===== config.mk =====
export PLATFORM = sky130hd
export DESIGN_NAME = hmp_host_port
export DESIGN_NICKNAME = d
export VERILOG_FILES = /design/src/hmp_pkg.sv /design/src/hmp_host_port.sv
export SDC_FILE = /design/constraint.sdc
export NUM_CORES = 1
export LEC_CHECK = 0
export BUFFER_PORTS_ARGS = -buffer_cell sky130_fd_sc_hd__buf_4
export CAP_MARGIN = 5
export CORE_MARGIN = 10
export CORE_UTILIZATION = 59
export DETAILED_ROUTE_END_ITERATION = 8
export GPL_TIMING_DRIVEN = 0
export PLACE_DENSITY_LB_ADDON = 0.15
export SYNTH_ARGS = -nofsm -noshare
export SYNTH_HDL_FRONTEND = slang
export SYNTH_SLANG_ARGS = --single-unit

===== constraint.sdc =====
create_clock -name i_clk -period 7.3 [get_ports i_clk]
set_clock_uncertainty 0.1 [all_clocks]
set_input_delay 1.46 -clock i_clk [delete_from_list [all_inputs] [get_ports i_clk]]
set_output_delay 1.46 -clock i_clk [all_outputs]
set_load 0.02 [all_outputs]

===== src/hmp_pkg.sv =====
// Constants, register map and state encoding for the host memory port.
package hmp_pkg;
    // Widths of the multiplexed bus, the on-chip address and the stored words.
    localparam int HMP_BUS_W = 16;
    localparam int HMP_ADDR_W = 14;
    localparam int HMP_PM_W = 24;
    localparam int HMP_ENTRY_W = 1 + HMP_ADDR_W + HMP_PM_W;
    localparam int HMP_FIFO_DEPTH = 8;
    // Core-side register map; control registers start at the base.
    localparam logic [13:0] HMP_CTRL_BASE = 14'h3FE0;
    localparam logic [13:0] HMP_START_ADDR_OFS = HMP_CTRL_BASE;
    localparam logic [13:0] HMP_OVERLAY_OFS = 14'h3FE7;
    localparam logic [15:0] HMP_START_ADDR_RST = 16'h0000;
    localparam logic [15:0] HMP_OVERLAY_RST = 16'h0000;
    // Field positions in an address latch word and the start address register.
    localparam int HMP_SEL_BIT = 15;
    localparam int HMP_DEST_BIT = 14;
    localparam int HMP_LOW_BYTE_W = 8;
    localparam logic HMP_DEST_DATA = 1'b1;
    localparam logic [13:0] HMP_BOOT_ADDR = 14'h0000;
    // Boot straps ordered C, B, A.
    localparam logic [2:0] HMP_BOOT_HOST = 3'b101;
    typedef enum logic [1:0] {
        HMP_ST_IDLE = 2'b00,
        HMP_ST_SYNC = 2'b01,
        HMP_ST_READ = 2'b10,
        HMP_ST_CAPT = 2'b11
    } hmp_state_t;
endpackage


===== src/hmp_host_port.sv =====
// Host memory port: strobe decoding, address latch, write FIFO and cycle stealing.
`timescale 1ns/100ps
`default_nettype none

// Write buffer between the host strobes and the memory port.
module hmp_fifo #(
    parameter int WIDTH = 8,
    parameter int DEPTH = 8
) (
    input wire logic i_clk,
    input wire logic i_rst,
    input wire logic i_valid,
    output logic o_ready,
    input wire logic [WIDTH-1:0] i_data,
    output logic o_valid,
    input wire logic i_ready,
    output logic [WIDTH-1:0] o_data
);
    localparam int PW = $clog2(DEPTH);
    logic [WIDTH-1:0] mem [DEPTH];
    logic [PW-1:0] wr_ptr;
    logic [PW-1:0] rd_ptr;
    logic [PW:0] count;
    logic push;
    logic pop;

    // Full and empty come straight from the occupancy count.
    assign o_ready = (count != (PW+1)'(DEPTH));
    assign o_valid = (count != '0);
    assign o_data = mem[rd_ptr];
    assign push = i_valid & o_ready;
    assign pop = o_valid & i_ready;

    // Storage is plain flops written at the tail.
    always_ff @(posedge i_clk) begin
        if (push) begin
            mem[wr_ptr] <= i_data;
        end
    end

    // Pointers wrap at the depth, which need not be a power of two.
    always_ff @(posedge i_clk) begin
        if (i_rst) begin
            wr_ptr <= '0;
            rd_ptr <= '0;
            count <= '0;
        end else begin
            if (push) begin
                wr_ptr <= (wr_ptr == PW'(DEPTH - 1)) ? '0 : wr_ptr + 1'b1;
            end
            if (pop) begin
                rd_ptr <= (rd_ptr == PW'(DEPTH - 1)) ? '0 : rd_ptr + 1'b1;
            end
            count <= count + (PW+1)'(push) - (PW+1)'(pop);
        end
    end
endmodule

module hmp_host_port (
    input wire logic i_clk,
    input wire logic i_rst,
    input wire logic [2:0] i_boot_mode,
    input wire logic i_port_select_n,
    input wire logic i_address_latch_strobe,
    input wire logic i_host_read_strobe_n,
    input wire logic i_host_write_strobe_n,
    input wire logic [hmp_pkg::HMP_BUS_W-1:0] i_muxed_addr_data,
    output logic [hmp_pkg::HMP_BUS_W-1:0] o_muxed_addr_data,
    output logic o_muxed_addr_data_oe,
    output logic o_host_acknowledge_n,
    input wire logic i_core_reg_wr,
    input wire logic i_core_reg_rd,
    input wire logic [hmp_pkg::HMP_ADDR_W-1:0] i_core_reg_addr,
    input wire logic [hmp_pkg::HMP_BUS_W-1:0] i_core_reg_wdata,
    output logic [hmp_pkg::HMP_BUS_W-1:0] o_core_reg_rdata,
    output logic [hmp_pkg::HMP_BUS_W-1:0] o_overlay_select,
    output logic o_core_halt,
    output logic o_mem_req,
    output logic o_mem_we,
    output logic o_mem_program_store,
    output logic [hmp_pkg::HMP_ADDR_W-1:0] o_mem_addr,
    output logic [hmp_pkg::HMP_PM_W-1:0] o_mem_wdata,
    input wire logic i_mem_grant,
    input wire logic [hmp_pkg::HMP_PM_W-1:0] i_mem_rdata
);
    import hmp_pkg::*;

    hmp_state_t state;
    logic al_q;
    logic rd_q;
    logic wr_q;
    logic [HMP_BUS_W-1:0] bus_q;
    logic al_now;
    logic rd_now;
    logic wr_now;
    logic al_fall;
    logic rd_fall;
    logic wr_rise;
    logic [HMP_BUS_W-1:0] start_addr;
    logic [HMP_BUS_W-1:0] overlay;
    logic [HMP_ADDR_W-1:0] cur_addr;
    logic cur_data_dest;
    logic pm_low_half;
    logic [HMP_BUS_W-1:0] pm_upper;
    logic [HMP_PM_W-1:0] rd_word;
    logic [HMP_BUS_W-1:0] rd_out;
    logic push_pend;
    logic [HMP_ENTRY_W-1:0] push_entry;
    logic push_blocked;
    logic fifo_in_ready;
    logic fifo_out_valid;
    logic [HMP_ENTRY_W-1:0] fifo_out;
    logic drain;
    logic drain_go;
    logic word_done;
    logic mode_taken;
    logic boot_host;
    logic pm0_written;
    logic [HMP_PM_W-1:0] next_word;

    // Strobes are qualified by select; a latch or data cycle needs select low.
    assign al_now = i_address_latch_strobe & ~i_port_select_n;
    assign rd_now = ~i_host_read_strobe_n & ~i_port_select_n;
    assign wr_now = ~i_host_write_strobe_n & ~i_port_select_n;
    assign al_fall = al_q & ~al_now;
    assign rd_fall = rd_now & ~rd_q & (state == HMP_ST_IDLE);
    assign wr_rise = wr_q & ~wr_now;
    assign cur_addr = start_addr[HMP_ADDR_W-1:0];
    assign cur_data_dest = (start_addr[HMP_DEST_BIT] == HMP_DEST_DATA);

    // One register stage per strobe gives the synchronising cycle.
    // The bus sample of the last cycle is the value present at a strobe edge.
    always_ff @(posedge i_clk) begin
        if (i_rst) begin
            al_q <= 1'b0;
            rd_q <= 1'b0;
            wr_q <= 1'b0;
            bus_q <= '0;
        end else begin
            al_q <= al_now;
            rd_q <= rd_now;
            wr_q <= wr_now;
            bus_q <= i_muxed_addr_data;
        end
    end

    // Start address register: host latch first, then core write, then increment.
    // Only bits 0 to 14 are stored, so bit 15 of the latch word never lands here.
    always_ff @(posedge i_clk) begin
        if (i_rst) begin
            start_addr <= HMP_START_ADDR_RST;
        end else if (al_fall && !bus_q[HMP_SEL_BIT]) begin
            start_addr <= {1'b0, bus_q[HMP_SEL_BIT-1:0]};
        end else if (i_core_reg_wr && i_core_reg_addr == HMP_START_ADDR_OFS) begin
            start_addr <= {1'b0, i_core_reg_wdata[HMP_SEL_BIT-1:0]};
        end else if (word_done) begin
            start_addr <= {start_addr[HMP_BUS_W-1:HMP_ADDR_W], cur_addr + 1'b1};
        end
    end

    // Overlay selection comes from a latch word with bit 15 set or from the core.
    always_ff @(posedge i_clk) begin
        if (i_rst) begin
            overlay <= HMP_OVERLAY_RST;
        end else if (al_fall && bus_q[HMP_SEL_BIT]) begin
            overlay <= {1'b0, bus_q[HMP_SEL_BIT-1:0]};
        end else if (i_core_reg_wr && i_core_reg_addr == HMP_OVERLAY_OFS) begin
            overlay <= i_core_reg_wdata;
        end
    end

    assign o_overlay_select = overlay;

    // Core reads of the two registers; the host can load these through a latch word but cannot read them.
    always_ff @(posedge i_clk) begin
        if (i_rst) begin
            o_core_reg_rdata <= '0;
        end else if (i_core_reg_rd) begin
            unique case (i_core_reg_addr)
                HMP_START_ADDR_OFS: o_core_reg_rdata <= start_addr;
                HMP_OVERLAY_OFS: o_core_reg_rdata <= overlay;
                default: o_core_reg_rdata <= '0;
            endcase
        end
    end

    // A program word moves as two bus words: upper 16 bits, then the low byte.
    // A new address from either side restarts at the upper half.
    always_ff @(posedge i_clk) begin
        if (i_rst) begin
            pm_low_half <= 1'b0;
            pm_upper <= '0;
        end else if (al_fall || (i_core_reg_wr && i_core_reg_addr == HMP_START_ADDR_OFS)) begin
            pm_low_half <= 1'b0;
        end else if (!cur_data_dest) begin
            if (wr_rise) begin
                pm_low_half <= ~pm_low_half;
                if (!pm_low_half) begin
                    pm_upper <= bus_q;
                end
            end else if (rd_fall && pm_low_half) begin
                pm_low_half <= 1'b0;
            end else if (state == HMP_ST_CAPT) begin
                pm_low_half <= 1'b1;
            end
        end
    end

    // A completed write word, data words zero-filled in the upper byte.
    always_comb begin
        next_word = {8'h00, bus_q};
        if (!cur_data_dest) begin
            next_word = {pm_upper, bus_q[HMP_LOW_BYTE_W-1:0]};
        end
    end

    // Completed write words wait at least one cycle, then enter the FIFO once it has room.
    // Writes into the control register window are dropped but still advance the address.
    always_ff @(posedge i_clk) begin
        if (i_rst) begin
            push_pend <= 1'b0;
            push_entry <= '0;
            push_blocked <= 1'b0;
        end else if (wr_rise && (cur_data_dest || pm_low_half)) begin
            push_pend <= 1'b1;
            push_entry <= {~cur_data_dest, cur_addr, next_word};
            push_blocked <= cur_data_dest && (cur_addr >= HMP_CTRL_BASE);
        end else if (push_pend && (fifo_in_ready || push_blocked)) begin
            push_pend <= 1'b0;
        end
    end

    hmp_fifo #(
        .WIDTH(HMP_ENTRY_W),
        .DEPTH(HMP_FIFO_DEPTH)
    ) u_wr_fifo (
        .i_clk(i_clk),
        .i_rst(i_rst),
        .i_valid(push_pend & ~push_blocked),
        .o_ready(fifo_in_ready),
        .i_data(push_entry),
        .o_valid(fifo_out_valid),
        .i_ready(drain_go),
        .o_data(fifo_out)
    );

    // The address advances once per finished word, written or read.
    assign word_done = (push_pend && (fifo_in_ready || push_blocked))
        || (state == HMP_ST_CAPT && cur_data_dest)
        || (rd_fall && pm_low_half && !cur_data_dest);

    // Read sequence: sync, wait for buffered writes to drain, access, capture.
    // Draining first keeps a read from overtaking an earlier write to the same word.
    always_ff @(posedge i_clk) begin
        if (i_rst) begin
            state <= HMP_ST_IDLE;
        end else begin
            unique case (state)
                HMP_ST_IDLE: begin
                    if (rd_fall && (cur_data_dest || !pm_low_half)) begin
                        state <= HMP_ST_SYNC;
                    end
                end
                HMP_ST_SYNC: begin
                    if (!fifo_out_valid && !push_pend) begin
                        state <= HMP_ST_READ;
                    end
                end
                HMP_ST_READ: begin
                    if (i_mem_grant) begin
                        state <= HMP_ST_CAPT;
                    end
                end
                HMP_ST_CAPT: begin
                    state <= HMP_ST_IDLE;
                end
            endcase
        end
    end

    // Memory returns read data the cycle after the grant.
    always_ff @(posedge i_clk) begin
        if (i_rst) begin
            rd_word <= '0;
            rd_out <= '0;
        end else if (state == HMP_ST_CAPT) begin
            rd_word <= i_mem_rdata;
            rd_out <= cur_data_dest ? i_mem_rdata[HMP_BUS_W-1:0]
                : i_mem_rdata[HMP_PM_W-1:HMP_LOW_BYTE_W];
        end else if (rd_fall && pm_low_half && !cur_data_dest) begin
            rd_out <= {8'h00, rd_word[HMP_LOW_BYTE_W-1:0]};
        end
    end

    // Only memory contents ever go out on the bus, never the latched address.
    assign o_muxed_addr_data = rd_out;
    assign o_muxed_addr_data_oe = rd_now;

    // Buffered writes drain whenever no read owns the memory port.
    // Each request is held until the core grants one cycle for it.
    assign drain = fifo_out_valid && (state != HMP_ST_READ) && (state != HMP_ST_CAPT);
    assign drain_go = drain & i_mem_grant;
    assign o_mem_req = drain || (state == HMP_ST_READ);
    assign o_mem_we = drain;
    assign o_mem_program_store = drain ? fifo_out[HMP_ENTRY_W-1] : ~cur_data_dest;
    assign o_mem_addr = drain ? fifo_out[HMP_ENTRY_W-2:HMP_PM_W] : cur_addr;
    assign o_mem_wdata = fifo_out[HMP_PM_W-1:0];

    // Acknowledge is low only when a latch or data strobe can be taken at once.
    // The host relies on it before every operation and after every data transfer.
    assign o_host_acknowledge_n = (state != HMP_ST_IDLE) || push_pend
        || !fifo_in_ready || rd_fall;

    // Boot straps are caught in the first cycle after reset release.
    always_ff @(posedge i_clk) begin
        if (i_rst) begin
            mode_taken <= 1'b0;
            boot_host <= 1'b0;
        end else if (!mode_taken) begin
            mode_taken <= 1'b1;
            boot_host <= (i_boot_mode == HMP_BOOT_HOST);
        end
    end

    // In host boot, execution stays held until the host writes program location zero.
    always_ff @(posedge i_clk) begin
        if (i_rst) begin
            pm0_written <= 1'b0;
        end else if (drain_go && fifo_out[HMP_ENTRY_W-1]
                && fifo_out[HMP_ENTRY_W-2:HMP_PM_W] == HMP_BOOT_ADDR) begin
            pm0_written <= 1'b1;
        end
    end

    // Held in reset and in the strap cycle so the core never starts too early.
    always_ff @(posedge i_clk) begin
        if (i_rst) begin
            o_core_halt <= 1'b1;
        end else begin
            o_core_halt <= !mode_taken || (boot_host && !pm0_written);
        end
    end
endmodule

`default_nettype wire


After elaboration in Yosys (flattened, before gate mapping)
Memories as Yosys holds them, arrays and structs flattened. A register that Yosys moved wholly into a read port is not among the register bits.
Cells that the tools add are included.
{"block": "op_classes", "eq_ne": 14, "n_reduce_logical": 51, "magnitude_cmp": 1, "mux": 28, "bitwise": 21, "addsub": 5}
{"cell": "$mux W15", "count": 4}
{"cell": "$mux W16", "count": 3}
{"cell": "$pmux W16 S2", "count": 1}
{"cell": "$eq A14 B14 Y1 const B", "count": 2}
{"cell": "$mux W14", "count": 2}
{"cell": "$mux W24", "count": 1}
{"cell": "$logic_and A1 B1 Y1", "count": 17}
{"cell": "$add A14 B1 Y14 const B", "count": 1}
{"cell": "$ge A14 B14 Y1 const B", "count": 1}
{"cell": "$logic_not A14 Y1", "count": 1}
{"cell": "$mux W3", "count": 4}
{"cell": "$and A1 B1 Y1", "count": 11}
{"cell": "$logic_or A1 B1 Y1", "count": 11}
{"cell": "$not A1 Y1", "count": 10}
{"cell": "$reduce_bool A2 Y1", "count": 5}
{"cell": "$eq A3 B3 Y1 const B", "count": 3}
{"cell": "$mux W1", "count": 9}
{"cell": "$logic_not A1 Y1", "count": 8}
{"cell": "$ne A2 B2 Y1 const B", "count": 4}
{"cell": "$pmux W2 S4", "count": 1}
{"cell": "$add A3 B1 Y3 const B", "count": 2}
{"cell": "$mux W2", "count": 3}
{"cell": "$reduce_bool A3 Y1", "count": 2}
{"cell": "$add A4 B1 Y4", "count": 1}
{"cell": "11 further kinds", "count": 13}
{"block": "word_totals", "word_cells": 145, "ram_bits": 312, "inputBits": 82, "memories": 1, "reg_bits": 164, "out_inout_bits": 92}
{"name": "u_wr_fifo.mem", "depth": 8, "word_bits": 39, "read_ports": 1, "rd_ports_with_merged_regs": 1, "wr": 1, "line_no": "hmp_host_port.sv:20", "text": "logic [WIDTH-1:0] mem [DEPTH];"}

Depth between registers and ports, before layout
{"block": "logic_depth", "word_depth": 10, "ltp_mapped": 11, "mapped_depth_nobuf": 11}

Modules after synthesis
From an unflattened synthesis, not the netlist that was laid out.
{"block": "hier_totals", "hier_cells": 1284, "hier_area_um2": 19319.8}
{"module": "hmp_fifo", "n_inst": 1, "cells_each": 527, "area_each_um2": 12505.7, "seq_area_each_um2": 9629.2}
{"module": "hmp_host_port", "n_inst": 1, "cells_each": 757, "area_each_um2": 6814.0, "seq_area_each_um2": 3083.0}

Worst setup path after synthesis
OpenSTA, ideal clock, no wires.
{"block": "synth_path", "kind": "flip-flop to flip-flop", "startpoint": "register u_wr_fifo.count[2]", "endpoint": "memory u_wr_fifo.mem[0][0] (netlist bit) (enable)", "path_stages_with_launch": 6, "required_ps": 6667, "arrival_ps": 4527, "synth_period_minus_slack_ps": 5159, "path_buffers": 0, "slack_ps": 2141, "setup_ps": 533, "path_cell_list": "dfxtp_1 -> inv_1 -> ha_1 -> nand2_1 -> nand2_1 -> nor4_1"}
{"block": "synth_via", "elab_chain_cells": 4}
{"item": "from (decl)", "line_no": "hmp_host_port.sv:23", "text": "logic [PW:0] count;"}
{"item": "from (signal assigned)", "line_no": "hmp_host_port.sv:54", "text": "count <= count + (PW+1)'(push) - (PW+1)'(pop);"}
{"item": "$ne A4 B4 Y1", "line_no": "hmp_host_port.sv:28", "text": "assign o_ready = (count != (PW+1)'(DEPTH));"}
{"item": "$and A1 B1 Y1", "line_no": "hmp_host_port.sv:31", "text": "assign push = i_valid & o_ready;"}
{"item": "$mux W1", "line_no": "hmp_host_port.sv:36", "text": "if (push) begin"}
{"item": "$mux W1 (not written as such)", "line_no": "hmp_host_port.sv:37", "text": "mem[wr_ptr] <= i_data;"}
{"item": "to (decl)", "line_no": "hmp_host_port.sv:20"}
No other way between the ends.

==> summary.md <==
| Metric | Value |
|---|---|
| Dpl hpwl | 33.6 mm |
| CTS tree | built |
| Leak Pwr | 0.00836 uW |
| Seq/Total Area, Yosys | 0.662 |
| Antenna Diode Count | 0 |
| Int Pwr | 4920 uW |
| Fraction of registers with async set/reset | 0 |
| FMAX | 214 MHz |
| Final instance area | 0.0229 sq mm |
| Cell at the root of the clock tree | clkbuf_16 |
| Die Width | 200 microns |
| Ports | 174 |
| Grt total ovfl | 0 |
| Area of the multi-input gates | 0.00608 sq mm |
| Crit-path cells | clkbuf_1, clkbuf_1, clkbuf_1, mux2_2, buf_4 |
| Initial DRC Count | 1,193 |
| Clk buf depth | 3 |
| Setup slack after layout | 2.63 ns |
| Die area | 0.0402 sq mm |
| Die Y-Extent | 200 microns |
| RSZ-0062 raised after global routing | false |
| # rows | 66 |
| Critical Path AT | 3.11 ns |
| Max VDD drop | 0.206 mV |
| Critical Path End Type | primary output |
| Synth Flop Type | edfxtp_1 |
| CP peak stage delay | 0.63 ns |
| RePlAce Congestion | 0.893 |
| Wire per inst | 23.6 microns |
| Comb power frac | 0.222 |
| # port buffers | 172 |
| YS warnings | 0 |
| CP startpoint kind | flop |
| Mapped Cells | 1,301 |
| Switching Share | 0.278 |
| Clock transition at path regs | 0.06 ns |
| Critical Path Fanout Max | 10 |
| Clock sink count | 479 |
| Crit-path slowest cell | clkbuf_1 |
| Nets | 1,645 |
| Max_cap viols | 0 |
| DRT antenna net count | 0 |
| PostCTS Resize Cnt | 0 |
| CP Class | reg2out |
| Synth cell types | 58 |
| Initial Util | 0.595 |
| Vias per cell | 5.91 |
| Largest net degree at the start of global routing | 26 |
| Delay-heaviest family, CP | buffers and inverters |
| #FFs+latches synth | 479 |
| Switching power | 1890 uW |
| Ratio of final minimum period to clock period | 0.639 |
| Worst-Margin Slew | 1.03 ns |
| Inserted Clock Buffers | 46 |
| Sequential power share | 0.435 |
| Syn avg cell area | 14.8 sq um |
| Post-CTS Setup Bufs | 0 |
| Core footprint | 0.0323 sq mm |
| Post-layout min period | 4.67 ns |
| Area Overhead vs Synth | 19.3% |
| Initial antenna violation count | 0 |
| Worst hold slack | 0.367 ns |
| Hold WC Path Type | reg2reg |
| H-tree depth | 2 |
| Register area | 0.0127 sq mm |
| Post-synth EDFFs | 312 |
| Share of cells above drive strength 1 | 0.272 |
| WL final | 47.8 mm |
| Number of fill cells | 2,121 |
| Syn_nets | 1,400 |
| Worst path most repeated cell | clkbuf_1 |
| Max-slew violation count | 0 |
| DRC Markers | 0 |
| Hold Buf Count CTS | 0 |
| Vias in the first global route | 12,418 |
| Post-Syn Area | 0.0192 sq mm |
| Power per cell area | 297 mW/mm^2 |
| Total track usage | 0.234 |
| Outcome | finished clean |
| Worst Path Buf+Inv | 4 |
| Clock share of power | 0.343 |
| First-pass GRT wire length | 73.4 mm |
| Place WS | 3.21 ns |
| Worst EP required | 5.74 ns |
| Finish-stage setup viols | 0 |
| DRT Pass-1 Iters | 7 |
| Placed Area | 0.0214 sq mm |
| Via count | 11,981 |
| Max-slew headroom | 0.311 |
| Final Hold Vio Count | 0 |
| Worst-Skew Late Latency | 0.56 ns |
[per-layer routing]
metal | wire length (microns) | global-route usage
met3 | 3670 | 0.0463
met4 | 1080 | 0.0638
met2 | 23400 | 0.392
met1 | 19700 | 0.308
met5 | 0 | 0
[worst paths after layout]
check,slack (ns),endpoint,start,cells past startpoint
setup / recovery,2.63,o_mem_wdata[15],flop,5
hold / removal,0.37,pm0_written,pm0_written,1
setup reg to reg,3.75,u_wr_fifo.count[3],state[0],10
hold reg to reg,0.37,pm0_written,pm0_written,1
[stage by stage]
stage	TNS (ns)	total power [uW]	utilization	cells
after floorplan	0	3990	-	1301
after global placement	-51.18	4510	0.652	1915
after detailed placement	0	4530	0.663	1940
after CTS	0	6850	0.710	2026
after global routing	0	7050	0.710	2026
final	0	6810	0.710	2026
[cells in the final DEF, fill, tap and decap left out, types with 14 or more instances in the layout]
master,n
clkbuf_1,59
ha_1,16
a21oi_1,57
edfxtp_1,312
nand3_1,14
mux2i_1,77
buf_6,17
mux2_2,42
nor2b_1,21
buf_4,185
buf_2,18
a211oi_1,49
a22oi_1,23
dfxtp_1,167
mux4_2,70
clkbuf_16,48
nand2_1,91
nor2_1,140
[worst register-to-register path: stages (launching register included)]
cell	delay (ns)
dfxtp_1	0.37
inv_1	0.10
ha_1	0.25
a211oi_1	0.80
nand2_1	0.46
or2_2	0.45
ha_1	0.32
a21o_1	0.18
a21oi_1	0.19
xnor2_1	0.14
nor2_1	0.06
[kinds of logic after synthesis]
family,share of synthesized area
flip-flops,0.662
multiplexers,0.158
AO/OA/AOI/OAI,0.0590
AND/OR/NAND/NOR,0.0792
adder cells (fa/ha/maj),0.0115
XOR/XNOR,0.00638
buffers and inverters,0.0244
[registers in the layout, indices dropped and copies added, names as in the netlist, 8 cells and up, named ones only]
register,count
bus_q,16
o_core_reg_rdata,16
o_muxed_addr_data,16
o_overlay_select,16
pm_upper,16
push_entry,39
rd_word,8
start_addr,15
u_wr_fifo.mem,312
[power by group through the flow]
| stage | clock (uW) | combinational [uW] | sequential, uW |
|---|---|---|---|
| 2_1_floorplan | 0 | 972 | 3020 |
| 3_3_place_gp | 0 | 1500 | 3020 |
| 3_5_place_dp | 0 | 1520 | 3020 |
| 4_1_cts | 2360 | 1530 | 2960 |
| 5_1_grt | 2460 | 1620 | 2970 |
| 6_report | 2330 | 1510 | 2960 |
[cells in the mapped netlist, types with 9 or more instances]
library cell	count	share of area
inv_1	12	0.0023
nor2b_1	21	0.0068
nand3_1	14	0.0036
a22oi_1	23	0.0090
nor3_1	12	0.0031
nand2_1	91	0.018
clkbuf_1	52	0.010
mux2i_1	77	0.040
a211oi_1	49	0.019
nand4_1	9	0.0029
buf_2	18	0.0047
dfxtp_1	167	0.17
o211ai_1	13	0.0051
edfxtp_1	312	0.49
mux4_2	70	0.082
nor2_1	143	0.028
ha_1	16	0.010
mux2_2	42	0.025
a21oi_1	57	0.015
[cell type report]
cell class	count	area share
plain buffers	88	0.0185
clock buffers	64	0.0590
clock inverters	22	0.00699
repair buffers	197	0.0695
flip-flops and latches	479	0.555
well taps	442	0.0241
inverters	12	0.00197
multi-input cells	722	0.265
(Power assumes the default switching activity.)
